### src/core/fpcls_params.svh
// What this block does
// [RL1] Accept seven operand formats.
// [RL2] Packed decimal: three words, 3/17 digits.
// [RL3] Low packed words map to bits 63..0.
// [RL4] Packed decimal has exponent and mantissa signs.
// [RL5] Fourth exponent digit catches conversion overflow.
// [RL6] Don't-care fields written zero, ignored read.
// [RL7] Exponent is unsigned biased; unbias gives signed.
// [RL8] Normalized mantissa lies in 1.0 to 2.0.
// [RL9] Extended explicit integer bit; others implied one.
// [RL10] Classify binary operands into five types; the code adds a sixth, FPCLS_UNNORM, for extended operands.
// [RL11] Single/double normals avoid min and max exponent.
// [RL12] Packed decimal never denormalized.
// [RL13] Single/double zero exponent means denormalized.
// [RL14] Extended zero exponent with integer one: normalized.
// [RL15] Normalized extended has integer bit set.
// [RL16] Denormalized extended has integer bit clear.
// [RL17] Flag underflow when exponent at or below minimum.
// [RL18] Gradual underflow shifts right to minimum exponent.
// [RL19] Extended nonzero exponent, integer zero: unnormalized.
// [RL20] Denormal or unnormal operand raises unimplemented trap.
// [RL21] Recognise signed zeros by mantissa sign.
// [RL22] Max exponent, zero fraction: signed infinity.
// [RL23] NaN top fraction bit set: nonsignaling.
// [RL24] Zero: minimum exponent, fraction bits all zero.
`ifndef FPCLS_PARAMS_SVH
`define FPCLS_PARAMS_SVH
`define FPCLS_SGL_EXP_MAX 15'h00ff
`define FPCLS_DBL_EXP_MAX 15'h07ff
`define FPCLS_EXT_EXP_MAX 15'h7fff
`define FPCLS_SGL_BIAS 16'h007f
`define FPCLS_DBL_BIAS 16'h03ff
`define FPCLS_EXT_BIAS 16'h3fff
`define FPCLS_SGL_FRAC_W 23
`define FPCLS_DBL_FRAC_W 52
`define FPCLS_PKD_SM_BIT 95
`define FPCLS_PKD_SE_BIT 94
`define FPCLS_PKD_EXP_HI 91
`define FPCLS_PKD_EXP_LO 80
`define FPCLS_PKD_OVF_HI 79
`define FPCLS_PKD_OVF_LO 76
`define FPCLS_PKD_DIG16_HI 67
`define FPCLS_PKD_DIG16_LO 64
`define FPCLS_MIN_EXP 16'h0000
`define FPCLS_SHIFT_MAX 7'h41
`endif

### src/core/fpcls_pkg.sv
`default_nettype none
package fpcls_pkg;
  typedef enum logic [2:0] {
    FPCLS_BYTE, FPCLS_WORD, FPCLS_LONG, FPCLS_PACKED, FPCLS_SINGLE, FPCLS_DOUBLE, FPCLS_EXTENDED
  } fpcls_fmt_e;
  typedef enum logic [2:0] {
    FPCLS_NORM, FPCLS_DENORM, FPCLS_ZERO, FPCLS_INF, FPCLS_NAN, FPCLS_UNNORM, FPCLS_INTEGER
  } fpcls_type_e;
  typedef struct packed {
    logic sign;
    logic [14:0] exp;
    logic [63:0] mant;
    fpcls_fmt_e fmt;
  } fpcls_unpk_s;
endpackage
`default_nettype wire

### src/core/fpcls_if.sv
`timescale 1ns/1ps
`default_nettype none
interface fpcls_if;
  import fpcls_pkg::*;
  logic vld;
  fpcls_unpk_s opd;
  modport src (output vld, output opd);
  modport dst (input vld, input opd);
endinterface
`default_nettype wire

### src/core/fpcls_unpack.sv
`timescale 1ns/1ps
`default_nettype none
`include "fpcls_params.svh"
module fpcls_unpack
  import fpcls_pkg::*;
(
  input wire logic i_clk,
  input wire logic i_sys_rst,
  input wire logic i_vld,
  input wire fpcls_fmt_e i_fmt,
  input wire logic [95:0] i_data,
  fpcls_if.src o_bus
);
  // ==========================================
  // Field unpacking, one registered stage.
  fpcls_unpk_s nxt_opd;
  always_comb begin
    nxt_opd = '0;
    nxt_opd.fmt = i_fmt; // [RL1]
    unique case (i_fmt)
      FPCLS_SINGLE: begin
        nxt_opd.sign = i_data[31];
        nxt_opd.exp = {7'h00, i_data[30:23]}; // [RL7]
        nxt_opd.mant = {(i_data[30:23] != 8'h00), i_data[22:0], 40'h0}; // [RL9] [RL13]
      end
      FPCLS_DOUBLE: begin
        nxt_opd.sign = i_data[63];
        nxt_opd.exp = {4'h0, i_data[62:52]};
        nxt_opd.mant = {(i_data[62:52] != 11'h000), i_data[51:0], 11'h0}; // [RL9] [RL13]
      end
      FPCLS_EXTENDED: begin
        nxt_opd.sign = i_data[95];
        nxt_opd.exp = i_data[94:80];
        nxt_opd.mant = i_data[63:0]; // [RL9]
      end
      FPCLS_PACKED: begin
        // Only decoded fields are kept, so don't-care nibbles never leak through.
        nxt_opd.sign = i_data[`FPCLS_PKD_SM_BIT]; // [RL4] [RL6]
        nxt_opd.exp = {i_data[`FPCLS_PKD_SE_BIT], 2'h0, i_data[`FPCLS_PKD_EXP_HI:`FPCLS_PKD_EXP_LO]}; // [RL2] [RL4]
        nxt_opd.mant = i_data[63:0]; // [RL3]
      end
      FPCLS_BYTE: nxt_opd.mant = {{56{i_data[7]}}, i_data[7:0]};
      FPCLS_WORD: nxt_opd.mant = {{48{i_data[15]}}, i_data[15:0]};
      FPCLS_LONG: nxt_opd.mant = {{32{i_data[31]}}, i_data[31:0]};
      default: nxt_opd.mant = '0;
    endcase
  end
  always_ff @(posedge i_clk or posedge i_sys_rst) begin
    if (i_sys_rst) begin
      o_bus.vld <= 1'b0;
      o_bus.opd <= '0;
    end else begin
      o_bus.vld <= i_vld;
      o_bus.opd <= nxt_opd;
    end
  end
endmodule
`default_nettype wire

### src/core/fpcls_denorm.sv
`timescale 1ns/1ps
`default_nettype none
`include "fpcls_params.svh"
module fpcls_denorm
  import fpcls_pkg::*;
(
  input wire logic i_clk,
  input wire logic i_sys_rst,
  input wire logic i_start,
  input wire logic signed [15:0] i_exp,
  input wire logic [63:0] i_mant,
  output logic o_busy,
  output logic o_done,
  output logic o_uflow,
  output logic [63:0] o_mant,
  output logic signed [15:0] o_exp
);
  // ==========================================
  // Gradual underflow, one bit per cycle; slow but tiny.
  logic busy_ff, done_ff, uflow_ff;
  logic [63:0] mant_ff;
  logic signed [15:0] exp_ff;
  always_ff @(posedge i_clk or posedge i_sys_rst) begin
    if (i_sys_rst) begin
      busy_ff <= 1'b0;
      done_ff <= 1'b0;
      uflow_ff <= 1'b0;
      mant_ff <= '0;
      exp_ff <= '0;
    end else begin
      done_ff <= 1'b0;
      if (i_start && !busy_ff) begin
        uflow_ff <= (i_exp <= $signed(`FPCLS_MIN_EXP)); // [RL17]
        mant_ff <= i_mant;
        exp_ff <= i_exp;
        busy_ff <= (i_exp < $signed(`FPCLS_MIN_EXP));
        done_ff <= !(i_exp < $signed(`FPCLS_MIN_EXP));
      end else if (busy_ff) begin
        if (exp_ff < $signed(`FPCLS_MIN_EXP) && mant_ff != '0) begin
          mant_ff <= mant_ff >> 1; // [RL18]
          exp_ff <= exp_ff + 16'sd1;
        end else begin
          if (mant_ff == '0) begin
            exp_ff <= $signed(`FPCLS_MIN_EXP); // [RL18]
          end
          busy_ff <= 1'b0;
          done_ff <= 1'b1;
        end
      end
    end
  end
  assign o_busy = busy_ff;
  assign o_done = done_ff;
  assign o_uflow = uflow_ff;
  assign o_mant = mant_ff;
  assign o_exp = exp_ff;
endmodule
`default_nettype wire

### src/core/fpcls_top.sv
`timescale 1ns/1ps
`default_nettype none
`include "fpcls_params.svh"
module fpcls_top
  import fpcls_pkg::*;
(
  input wire logic i_clk,
  input wire logic i_sys_rst,
  input wire logic i_vld,
  input wire fpcls_fmt_e i_fmt,
  input wire logic [95:0] i_data,
  input wire logic i_uf_start,
  input wire logic signed [15:0] i_uf_exp,
  input wire logic [63:0] i_uf_mant,
  output logic o_vld,
  output fpcls_type_e o_type,
  output logic o_sign,
  output logic signed [15:0] o_exp,
  output logic [63:0] o_mant,
  output logic o_snan,
  output logic o_unimp_trap,
  output logic [3:0] o_overflow_exponent_digit,
  output logic o_uf_busy,
  output logic o_uf_done,
  output logic o_uf_flag,
  output logic [63:0] o_uf_mant,
  output logic signed [15:0] o_uf_exp
);
  fpcls_if u_bus ();
  fpcls_unpack u_unpack (
    .i_clk(i_clk),
    .i_sys_rst(i_sys_rst),
    .i_vld(i_vld),
    .i_fmt(i_fmt),
    .i_data(i_data),
    .o_bus(u_bus.src)
  );
  fpcls_denorm u_denorm (
    .i_clk(i_clk),
    .i_sys_rst(i_sys_rst),
    .i_start(i_uf_start),
    .i_exp(i_uf_exp),
    .i_mant(i_uf_mant),
    .o_busy(o_uf_busy),
    .o_done(o_uf_done),
    .o_uflow(o_uf_flag),
    .o_mant(o_uf_mant),
    .o_exp(o_uf_exp)
  );
  // ==========================================
  // Classification.
  logic [95:0] data_q_ff;
  always_ff @(posedge i_clk or posedge i_sys_rst) begin
    if (i_sys_rst) begin
      data_q_ff <= '0;
    end else begin
      data_q_ff <= i_data;
    end
  end
  fpcls_unpk_s opd;
  logic [14:0] emax;
  logic [15:0] bias;
  logic frac_zero, exp_max, exp_min;
  fpcls_type_e nxt_type;
  logic nxt_snan;
  assign opd = u_bus.opd;
  always_comb begin
    emax = `FPCLS_EXT_EXP_MAX;
    bias = `FPCLS_EXT_BIAS;
    if (opd.fmt == FPCLS_SINGLE) begin
      emax = `FPCLS_SGL_EXP_MAX;
      bias = `FPCLS_SGL_BIAS;
    end else if (opd.fmt == FPCLS_DOUBLE) begin
      emax = `FPCLS_DBL_EXP_MAX;
      bias = `FPCLS_DBL_BIAS;
    end
    exp_max = (opd.exp == emax); // [RL10]
    exp_min = (opd.exp == 15'h0000);
    frac_zero = (opd.mant[62:0] == 63'h0); // [RL24]
    nxt_snan = 1'b0;
    nxt_type = FPCLS_NORM;
    unique case (opd.fmt)
      FPCLS_BYTE, FPCLS_WORD, FPCLS_LONG: nxt_type = FPCLS_INTEGER;
      FPCLS_PACKED: begin
        // Packed decimal never yields a denormal.
        if (data_q_ff[`FPCLS_PKD_EXP_HI:`FPCLS_PKD_EXP_LO] == 12'hfff) begin // [RL12]
          nxt_type = (opd.mant == 64'h0) ? FPCLS_INF : FPCLS_NAN;
          // An infinity has no quiet bit, so only a NaN may report signaling.
          nxt_snan = (opd.mant != 64'h0) && !opd.mant[62]; // [RL23]
        end else if (opd.mant == 64'h0 && data_q_ff[`FPCLS_PKD_DIG16_HI:`FPCLS_PKD_DIG16_LO] == 4'h0) begin
          nxt_type = FPCLS_ZERO; // [RL21]
        end
      end
      default: begin
        if (exp_max) begin
          nxt_type = frac_zero ? FPCLS_INF : FPCLS_NAN; // [RL22]
          nxt_snan = !frac_zero && !opd.mant[62]; // [RL23]
        end else if (exp_min && frac_zero && !(opd.fmt == FPCLS_EXTENDED && opd.mant[63])) begin
          nxt_type = FPCLS_ZERO; // [RL21] [RL24]
        end else if (exp_min && !opd.mant[63]) begin
          nxt_type = FPCLS_DENORM; // [RL13] [RL16]
        end else if (opd.fmt == FPCLS_EXTENDED && !opd.mant[63]) begin
          nxt_type = FPCLS_UNNORM; // [RL19]
        end else begin
          nxt_type = FPCLS_NORM; // [RL8] [RL11] [RL14] [RL15]
        end
      end
    endcase
  end
  // ==========================================
  // Output stage; all outputs registered.
  logic vld_ff, sign_ff, snan_ff, trap_ff;
  fpcls_type_e type_ff;
  logic signed [15:0] exp_ff;
  logic [63:0] mant_ff;
  logic [3:0] ovf_ff;
  always_ff @(posedge i_clk or posedge i_sys_rst) begin
    if (i_sys_rst) begin
      vld_ff <= 1'b0;
      type_ff <= FPCLS_ZERO;
      sign_ff <= 1'b0;
      snan_ff <= 1'b0;
      trap_ff <= 1'b0;
      exp_ff <= '0;
      mant_ff <= '0;
      ovf_ff <= '0;
    end else begin
      vld_ff <= u_bus.vld;
      type_ff <= nxt_type;
      sign_ff <= opd.sign; // [RL21]
      snan_ff <= nxt_snan;
      trap_ff <= u_bus.vld && (nxt_type == FPCLS_DENORM || nxt_type == FPCLS_UNNORM); // [RL20]
      // Denormals use the minimum exponent plus one as true scale.
      if (opd.fmt == FPCLS_PACKED || opd.fmt inside {FPCLS_BYTE, FPCLS_WORD, FPCLS_LONG}) begin
        exp_ff <= $signed({1'b0, opd.exp});
      end else begin
        exp_ff <= $signed({1'b0, opd.exp}) - $signed(bias) + (exp_min ? 16'sd1 : 16'sd0); // [RL7]
      end
      mant_ff <= opd.mant;
      ovf_ff <= (opd.fmt == FPCLS_PACKED) ? data_q_ff[`FPCLS_PKD_OVF_HI:`FPCLS_PKD_OVF_LO] : 4'h0; // [RL5]
    end
  end
  assign o_vld = vld_ff;
  assign o_type = type_ff;
  assign o_sign = sign_ff;
  assign o_snan = snan_ff;
  assign o_unimp_trap = trap_ff;
  assign o_exp = exp_ff;
  assign o_mant = mant_ff;
  assign o_overflow_exponent_digit = ovf_ff;
endmodule
`default_nettype wire

### config.mk
export PLATFORM = sky130hd
export DESIGN_NAME = fpcls_top
export DESIGN_NICKNAME = d
export VERILOG_FILES = /design/src/core/fpcls_pkg.sv /design/src/core/fpcls_if.sv /design/src/core/fpcls_unpack.sv /design/src/core/fpcls_denorm.sv /design/src/core/fpcls_top.sv
export VERILOG_INCLUDE_DIRS = /design/src /design/src/core
export SDC_FILE = /design/constraint.sdc
export NUM_CORES = 1
export LEC_CHECK = 0
export BUFFER_PORTS_ARGS = -buffer_cell sky130_fd_sc_hd__buf_2
export CAP_MARGIN = 30
export CORE_UTILIZATION = 44
export DETAILED_ROUTE_END_ITERATION = 16
export GPL_TIMING_DRIVEN = 0
export PLACE_DENSITY_LB_ADDON = 0.3
export SYNTH_ARGS = -nofsm -noshare
export SYNTH_HDL_FRONTEND = slang
export SYNTH_SLANG_ARGS = --single-unit
### constraint.sdc
create_clock -name i_clk -period 11.2 [get_ports i_clk]
set_input_delay 0.56 -clock i_clk [delete_from_list [all_inputs] [get_ports i_clk]]
set_output_delay 0.56 -clock i_clk [all_outputs]
set_load 0.01 [all_outputs]
# After elaboration in Yosys (flattened, before gate mapping)
# Cells that the tools add are included.
# totals
ff_bits	350
inputBits	183
out_inout_bits	174
word_cells	113
# op_classes
addsub	3
magnitude_cmp	3
n_eq_ne	16
n_mux	34
reduce_logical	38
# ops
op	count
one-hot mux 64 bit (6 select lines)	1
two-way mux 64 bit	3
logical NOT 64 bit	2
nonzero test 64 bit	2
two-way mux 16 bit	5
one-hot mux 16 bit (4 select lines)	1
logical NOT 63 bit	1
< comparator 16 x 1 -> 1 bit (second input constant)	2
two-way mux 15 bit	2
two-way mux 14 bit	2
== test 3 bit (second input constant)	7
two-way mux 3 bit	7
adder 16 x 2 -> 16 bit	1
adder 16 x 2 -> 16 bit (second input constant)	1
<= comparator 16 x 1 -> 1 bit (second input constant)	1
subtractor 16 bit	1
== test 15 bit	1
logical NOT 15 bit	1
== test 12 bit (second input constant)	1
== test 3 x 2 -> 1 bit (second input constant)	4
logical AND 1 bit	11
nonzero test 11 bit	1
== test 3 x 1 -> 1 bit (second input constant)	3
two-way mux 1 bit	9
14 further kinds	24

# Logic depth before layout (Yosys ltp)
# depth
word_depth	10
mapped_depth	14
depth_no_buf	13

# Hierarchy
# A second synthesis with hierarchy kept.
# hier_totals
hier_cells	980
hier_area_um2	11908.9
# modules_own_cells
mod	instances	cells_each	area_each_um2	seq_area_each_um2
fpcls_denorm	1	372	4088.9	2077.0
fpcls_top	1	279	3953.8	2778.9
fpcls_unpack	1	329	3866.2	2102.0

# Worst setup path after synthesis
# No wires, ideal clock.
# synth_path
kind	register to register
startpoint	register, netlist name u_unpack.o_bus.opd[67]
endpoint	register exp_ff[12] (netlist: o_exp[12])
setup_ns	0.125
arrival_ns	2.717
required_ns	11.075
path_slack_ns	8.358
path_stages_with_launch	15
n_path_buf	1
period_less_slack_ns	2.842
cell_sequence	dfrtp_1 > inv_1 > ha_1 > nor3b_1 > and4_1 > clkbuf_1 > ha_1 > inv_1 > fa_1 > and4b_1 > a311oi_1 > o21bai_1 > a21oi_1 > xnor2_1 > mux2_2
# synth_via
elab_chain_cells	4
word_cells_on_any_way	5
classes_between	2 x add/sub; 2 x mux; 1 x reduce/logical
# synth_lines
item	line	rtl
parallel branches: the longest is 2 deep, another holds subtractor 16 bit	-	
adder 16 x 2 -> 16 bit *	fpcls_top.sv:137	exp_ff <= $signed({1'b0, opd.exp}) - $signed(bias) + (exp_min ? 16'sd1 : 16'sd0);
two-way mux 16 bit *	fpcls_top.sv:134	if (opd.fmt == FPCLS_PACKED || opd.fmt inside {FPCLS_BYTE, FPCLS_WORD, FPCLS_LONG}) begin
end signal, assigned	fpcls_top.sv:135	exp_ff <= $signed({1'b0, opd.exp});
end signal, assigned	fpcls_top.sv:137	
end, declared	fpcls_top.sv:114	logic signed [15:0] exp_ff;
# Every way passes the cells marked *.
# A chain may end at the register's enable or synchronous reset.

# Final worst setup path
# layout_path
startpoint	register, netlist name u_unpack.o_bus.opd[72]
endpoint	register exp_ff[12] (netlist: o_exp[12])
# layout_via
elab_chain_cells	4
word_cells_on_any_way	5
classes_between	2 x add/sub; 2 x mux; 1 x reduce/logical
# layout_lines
item	line
parallel branches: the longest is 2 deep, another holds subtractor 16 bit	-
adder 16 x 2 -> 16 bit *	fpcls_top.sv:137
two-way mux 16 bit *	fpcls_top.sv:134
# Marked as above.

==> impl_metrics.sql <==
INSERT INTO impl_metrics (metric_group, metric, value, unit) VALUES
('run', 'maxCapViolCount', '0', ''),
('grt', 'first_global_vias', '9645', ''),
('die', 'y_dimension_of_the_die', '165', 'um'),
('synthesis', 'async_reset_ff_share', '100', '%'),
('setup_path', 'worst-endpoint-arrival', '3.74', 'ns'),
('pwr', 'p_clk_share', '30.0', '%'),
('synthesis', 'synth.top_cells.by_area', 'dfrtp_1 59%, nand2_1 7.0%, a22oi_1 4.5%', ''),
('synthesis', 'combinational_family_with_the_most_area_after_synthesis', 'simple AND/OR/NAND/NOR gates', ''),
('grt', 'grt_max_degree', '113', ''),
('drt', 'dr_wl_met3', '3.31', 'mm'),
('drt', 'initialDrtViolationCount', '819', ''),
('setup_path', 'cp_data_required_time', '11.62', 'ns'),
('sta', 'layout_min_cycle_time', '3.32', 'ns'),
('synthesis', 'synth_mux_area_share', '3.88', '%'),
('worst_hold_path', 'min_path_type', 'in -> async', ''),
('setup_path', 'cp-startpoint', 'u_unpack.o_bus.opd[72]$_DFF_PP0_', ''),
('synthesis', 'synth_fp_nets', '1271', ''),
('die', 'floorplan.initialDensity', '44.9', '%'),
('clock_tree', 'cts-root-buf', 'clkbuf_16', ''),
('sta', 'finalMaxSlewViolations', '0', ''),
('clock_tree', 'cts-hold-fix-buffers', '0', ''),
('pwr', 'net-switching-power', '1.11', 'mW'),
('setup_path', 'worstSetupStartpointType', 'flip-flop', ''),
('cells_and_area', 'syn_to_final_growth', '27.3', '%'),
('placement', 'routabilityCongestion', '0.954', ''),
('pwr', 'static_leak', '7.38', 'nW'),
('pwr', 'pwr-share-comb', '25.9', '%'),
('placement', 'placement.io_buffers', '347', ''),
('synthesis', 'fraction_of_synthesized_cell_area_in_xor_and_xnor_cells', '1.50', '%'),
('clock_tree', 'cts_resized', '0', ''),
('sta', 'final-hold-violation-count', '0', ''),
('setup_path', 'critical_path_peak_fanout', '7', ''),
('grt', 'grt_pass1_wl', '54.5', 'mm'),
('synthesis', 'avgSynthCellArea', '10.9', 'um2'),
('cells_and_area', 'nets', '1651', ''),
('clock_tree', 'cts_made_buffers', '29', ''),
('sta', 'timing.slew.headroom', '45.2', '%'),
('clock_tree', 'worstSkewPairLatency', '0.55', 'ns'),
('sta', 'finalClockSkew', '0.0239', 'ns'),
('synthesis', 'proportion_of_synthesized_chip_area_in_sequential_cells', '59.4', '%'),
('drt', 'topRoutingLayerUsed', 'met4', ''),
('cells_and_area', 'post-route-util', '57.2', '%'),
('status', 'run_status', 'finished clean', ''),
('drt', 'detail_route.drc_violations', '0', ''),
('setup_path', 'cp-end-kind', 'flip-flop', ''),
('pwr', 'power.share.sequential', '44.1', '%'),
('setup_path', 'critical_path.reg2reg.endpoint', 'o_exp[12]$_DFF_PP0_', ''),
('placement', 'place_hpwl', '28.4', 'mm'),
('synthesis', 'synth_warnings', '0', ''),
('cells_and_area', 'count_of_placed_standard_cells_in_the_final_layout_fillers_left_out', '1810', ''),
('drt', 'route.detailed.vias_per_inst', '5.62', ''),
('drt', 'detail_route.wirelength.met1', '14.7', 'mm'),
('clock_tree', 'cts.sinks', '278', ''),
('clock_tree', 'cts_tree', 'yes', ''),
('cells_and_area', 'fillerInstances', '2283', ''),
('clock_tree', 'cts_max_path_buffers', '3', ''),
('clock_tree', 'h_tree_lvls', '1', ''),
('synthesis', 'synth-adder-area-share', '1.88', '%'),
('die', 'std_cell_rows', '59', ''),
('die', 'io_pins', '357', ''),
('synthesis', 'synth_simple_gate_area_share', '17.1', '%'),
('drt', 'avgRoutedWirePerCell', '20.5', 'um'),
('sta', 'rsz_0062_raised_after_global_routing', 'false', ''),
('die', 'fp.coreArea', '26100', 'um2'),
('grt', 'initial_antenna_violation_count', '1', ''),
('drt', 'postRouteAntennaNets', '0', ''),
('synthesis', 'postSynthCellCount', '1071', ''),
('pwr', 'ir_worst_vdd', '0.000182', 'V'),
('synthesis', 'synth_top_flop_cell', 'dfrtp_1', ''),
('grt', 'grt_overflow', '0', ''),
('placement', 'dpl.cell_count', '1755', '');
[layout by cell type (no fill, tap or decap), drive strengths merged, types with 3 or more instances in the layout]
cell and n:
o22ai 16, xor2 10, clkinv 8, o211ai 18, o21bai 3, a22oi 70, nor2b 8, mux2i 42
nor3b 6, dfrtp 277, o221ai 21, and2 19, or4 6, nor4 42, mux2 3, o21ai 19
o311ai 3, a21oi 33, nor3 8, nand3 40, a31oi 3, a221o 5, nand4 17, and3 14
nor2 24, nand2 220, ha 16, inv 14, nand2b 8, a22o 3, clkbuf 91, xnor2 10
buf 366, o21a 3
[routing by layer]
layer,GRT usage (%),vias up
met5,0,-
li1,-,4635
met4,9.09,0
met3,5.74,79
met1,33.5,4922
met2,44.9,532
[cell usage after synthesis, types with 5 or more instances]
master      n
dfrtp_1   277
nand2_1   219
a22oi_1    70
clkbuf_1   51
mux2i_1    42
nand3_1    40
nor4_1     39
a21oi_1    32
nor2_1     24
o221ai_1   21
and2_1     19
o211ai_1   18
nand4_1    17
ha_1       16
o22ai_1    16
o21ai_0    15
and3_1     14
inv_1      11
xnor2_1    10
xor2_1     10
buf_2       8
nand2b_1    8
nor2b_1     8
nor3_1      8
buf_6       7
or4_1       6
a221o_1     5
nor3b_1     5
[layout make-up]
| type | instances | area (um2) | area share, % |
|---|---|---|---|
| sequential | 278 | 6960 | 46.7 |
| multi-input combinational | 713 | 4390 | 29.4 |
| timing repair buffer | 349 | 1790 | 12.0 |
| clock buffer | 40 | 837 | 5.61 |
| tap | 335 | 419 | 2.81 |
| buffer | 68 | 318 | 2.13 |
| clock inverter | 14 | 140 | 0.940 |
| inverter | 12 | 52.6 | 0.352 |
| antenna | 1 | 2.50 | 0.0168 |
[worst min-delay path by stage]
stage	slack, ns	to	cells past startpoint
global placement	0.33	o_sign$_DFF_PP0_	0
detailed placement	0.34	o_sign$_DFF_PP0_	0
floorplan	0.33	o_sign$_DFF_PP0_	0
finish	0.08	o_mant[39]$_DFF_PP0_	2
global route	0.10	data_q_ff[66]$_DFF_PP0_	1
CTS	0.10	o_mant[39]$_DFF_PP0_	2
[power by group through the flow]
stage / clock network, mW / logic [mW] / registers (mW)
finish: 0.967 / 0.834 / 1.42
global route: 1.03 / 0.921 / 1.44
CTS: 0.985 / 0.836 / 1.42
detailed placement: 0 / 0.832 / 1.43
global placement: 0 / 0.815 / 1.43
floorplan: 0 / 0.391 / 1.46
[worst max-delay path, stage by stage (launching register included)]
cell and delay, ns:
dfrtp_1 0.35, clkbuf_1 0.18, nor4_1 0.37, and4_1 0.25
clkbuf_1 0.22, ha_1 0.22, inv_1 0.06, fa_1 0.39
and4b_1 0.33, a311oi_1 0.13, o21bai_1 0.20, a21oi_1 0.11
xnor2_1 0.13, mux2_2 0.26
[registers in the layout, summed over array words and instances (netlist names), 3 cells and up]
name,flops
o_exp,16
u_denorm.o_mant,64
o_overflow_exponent_digit,4
o_type,3
o_mant,64
data_q_ff,20
u_denorm.o_exp,16
u_unpack.o_bus.opd,83
[logic make-up after synthesis]
logic type / Yosys count
mux: 45
xor+xnor: 20
buf+inv: 80
fa+ha+maj: 17
compound gates: 214
simple gates: 417
flops: 278
[metrics by stage]
step                      area [um2]  total power, mW  worst slack [ns]  hold WS, ns
after floorplan                11700             1.85              2.98        0.331
after global placement         13900             2.24             0.323        0.334
after detailed placement       13900             2.26              7.98        0.337
after CTS                      14900             3.24              7.94        0.101
after global routing           14900             3.40              7.65        0.101
final                          14900             3.22              7.88       0.0787
(Power assumes the default switching activity.)
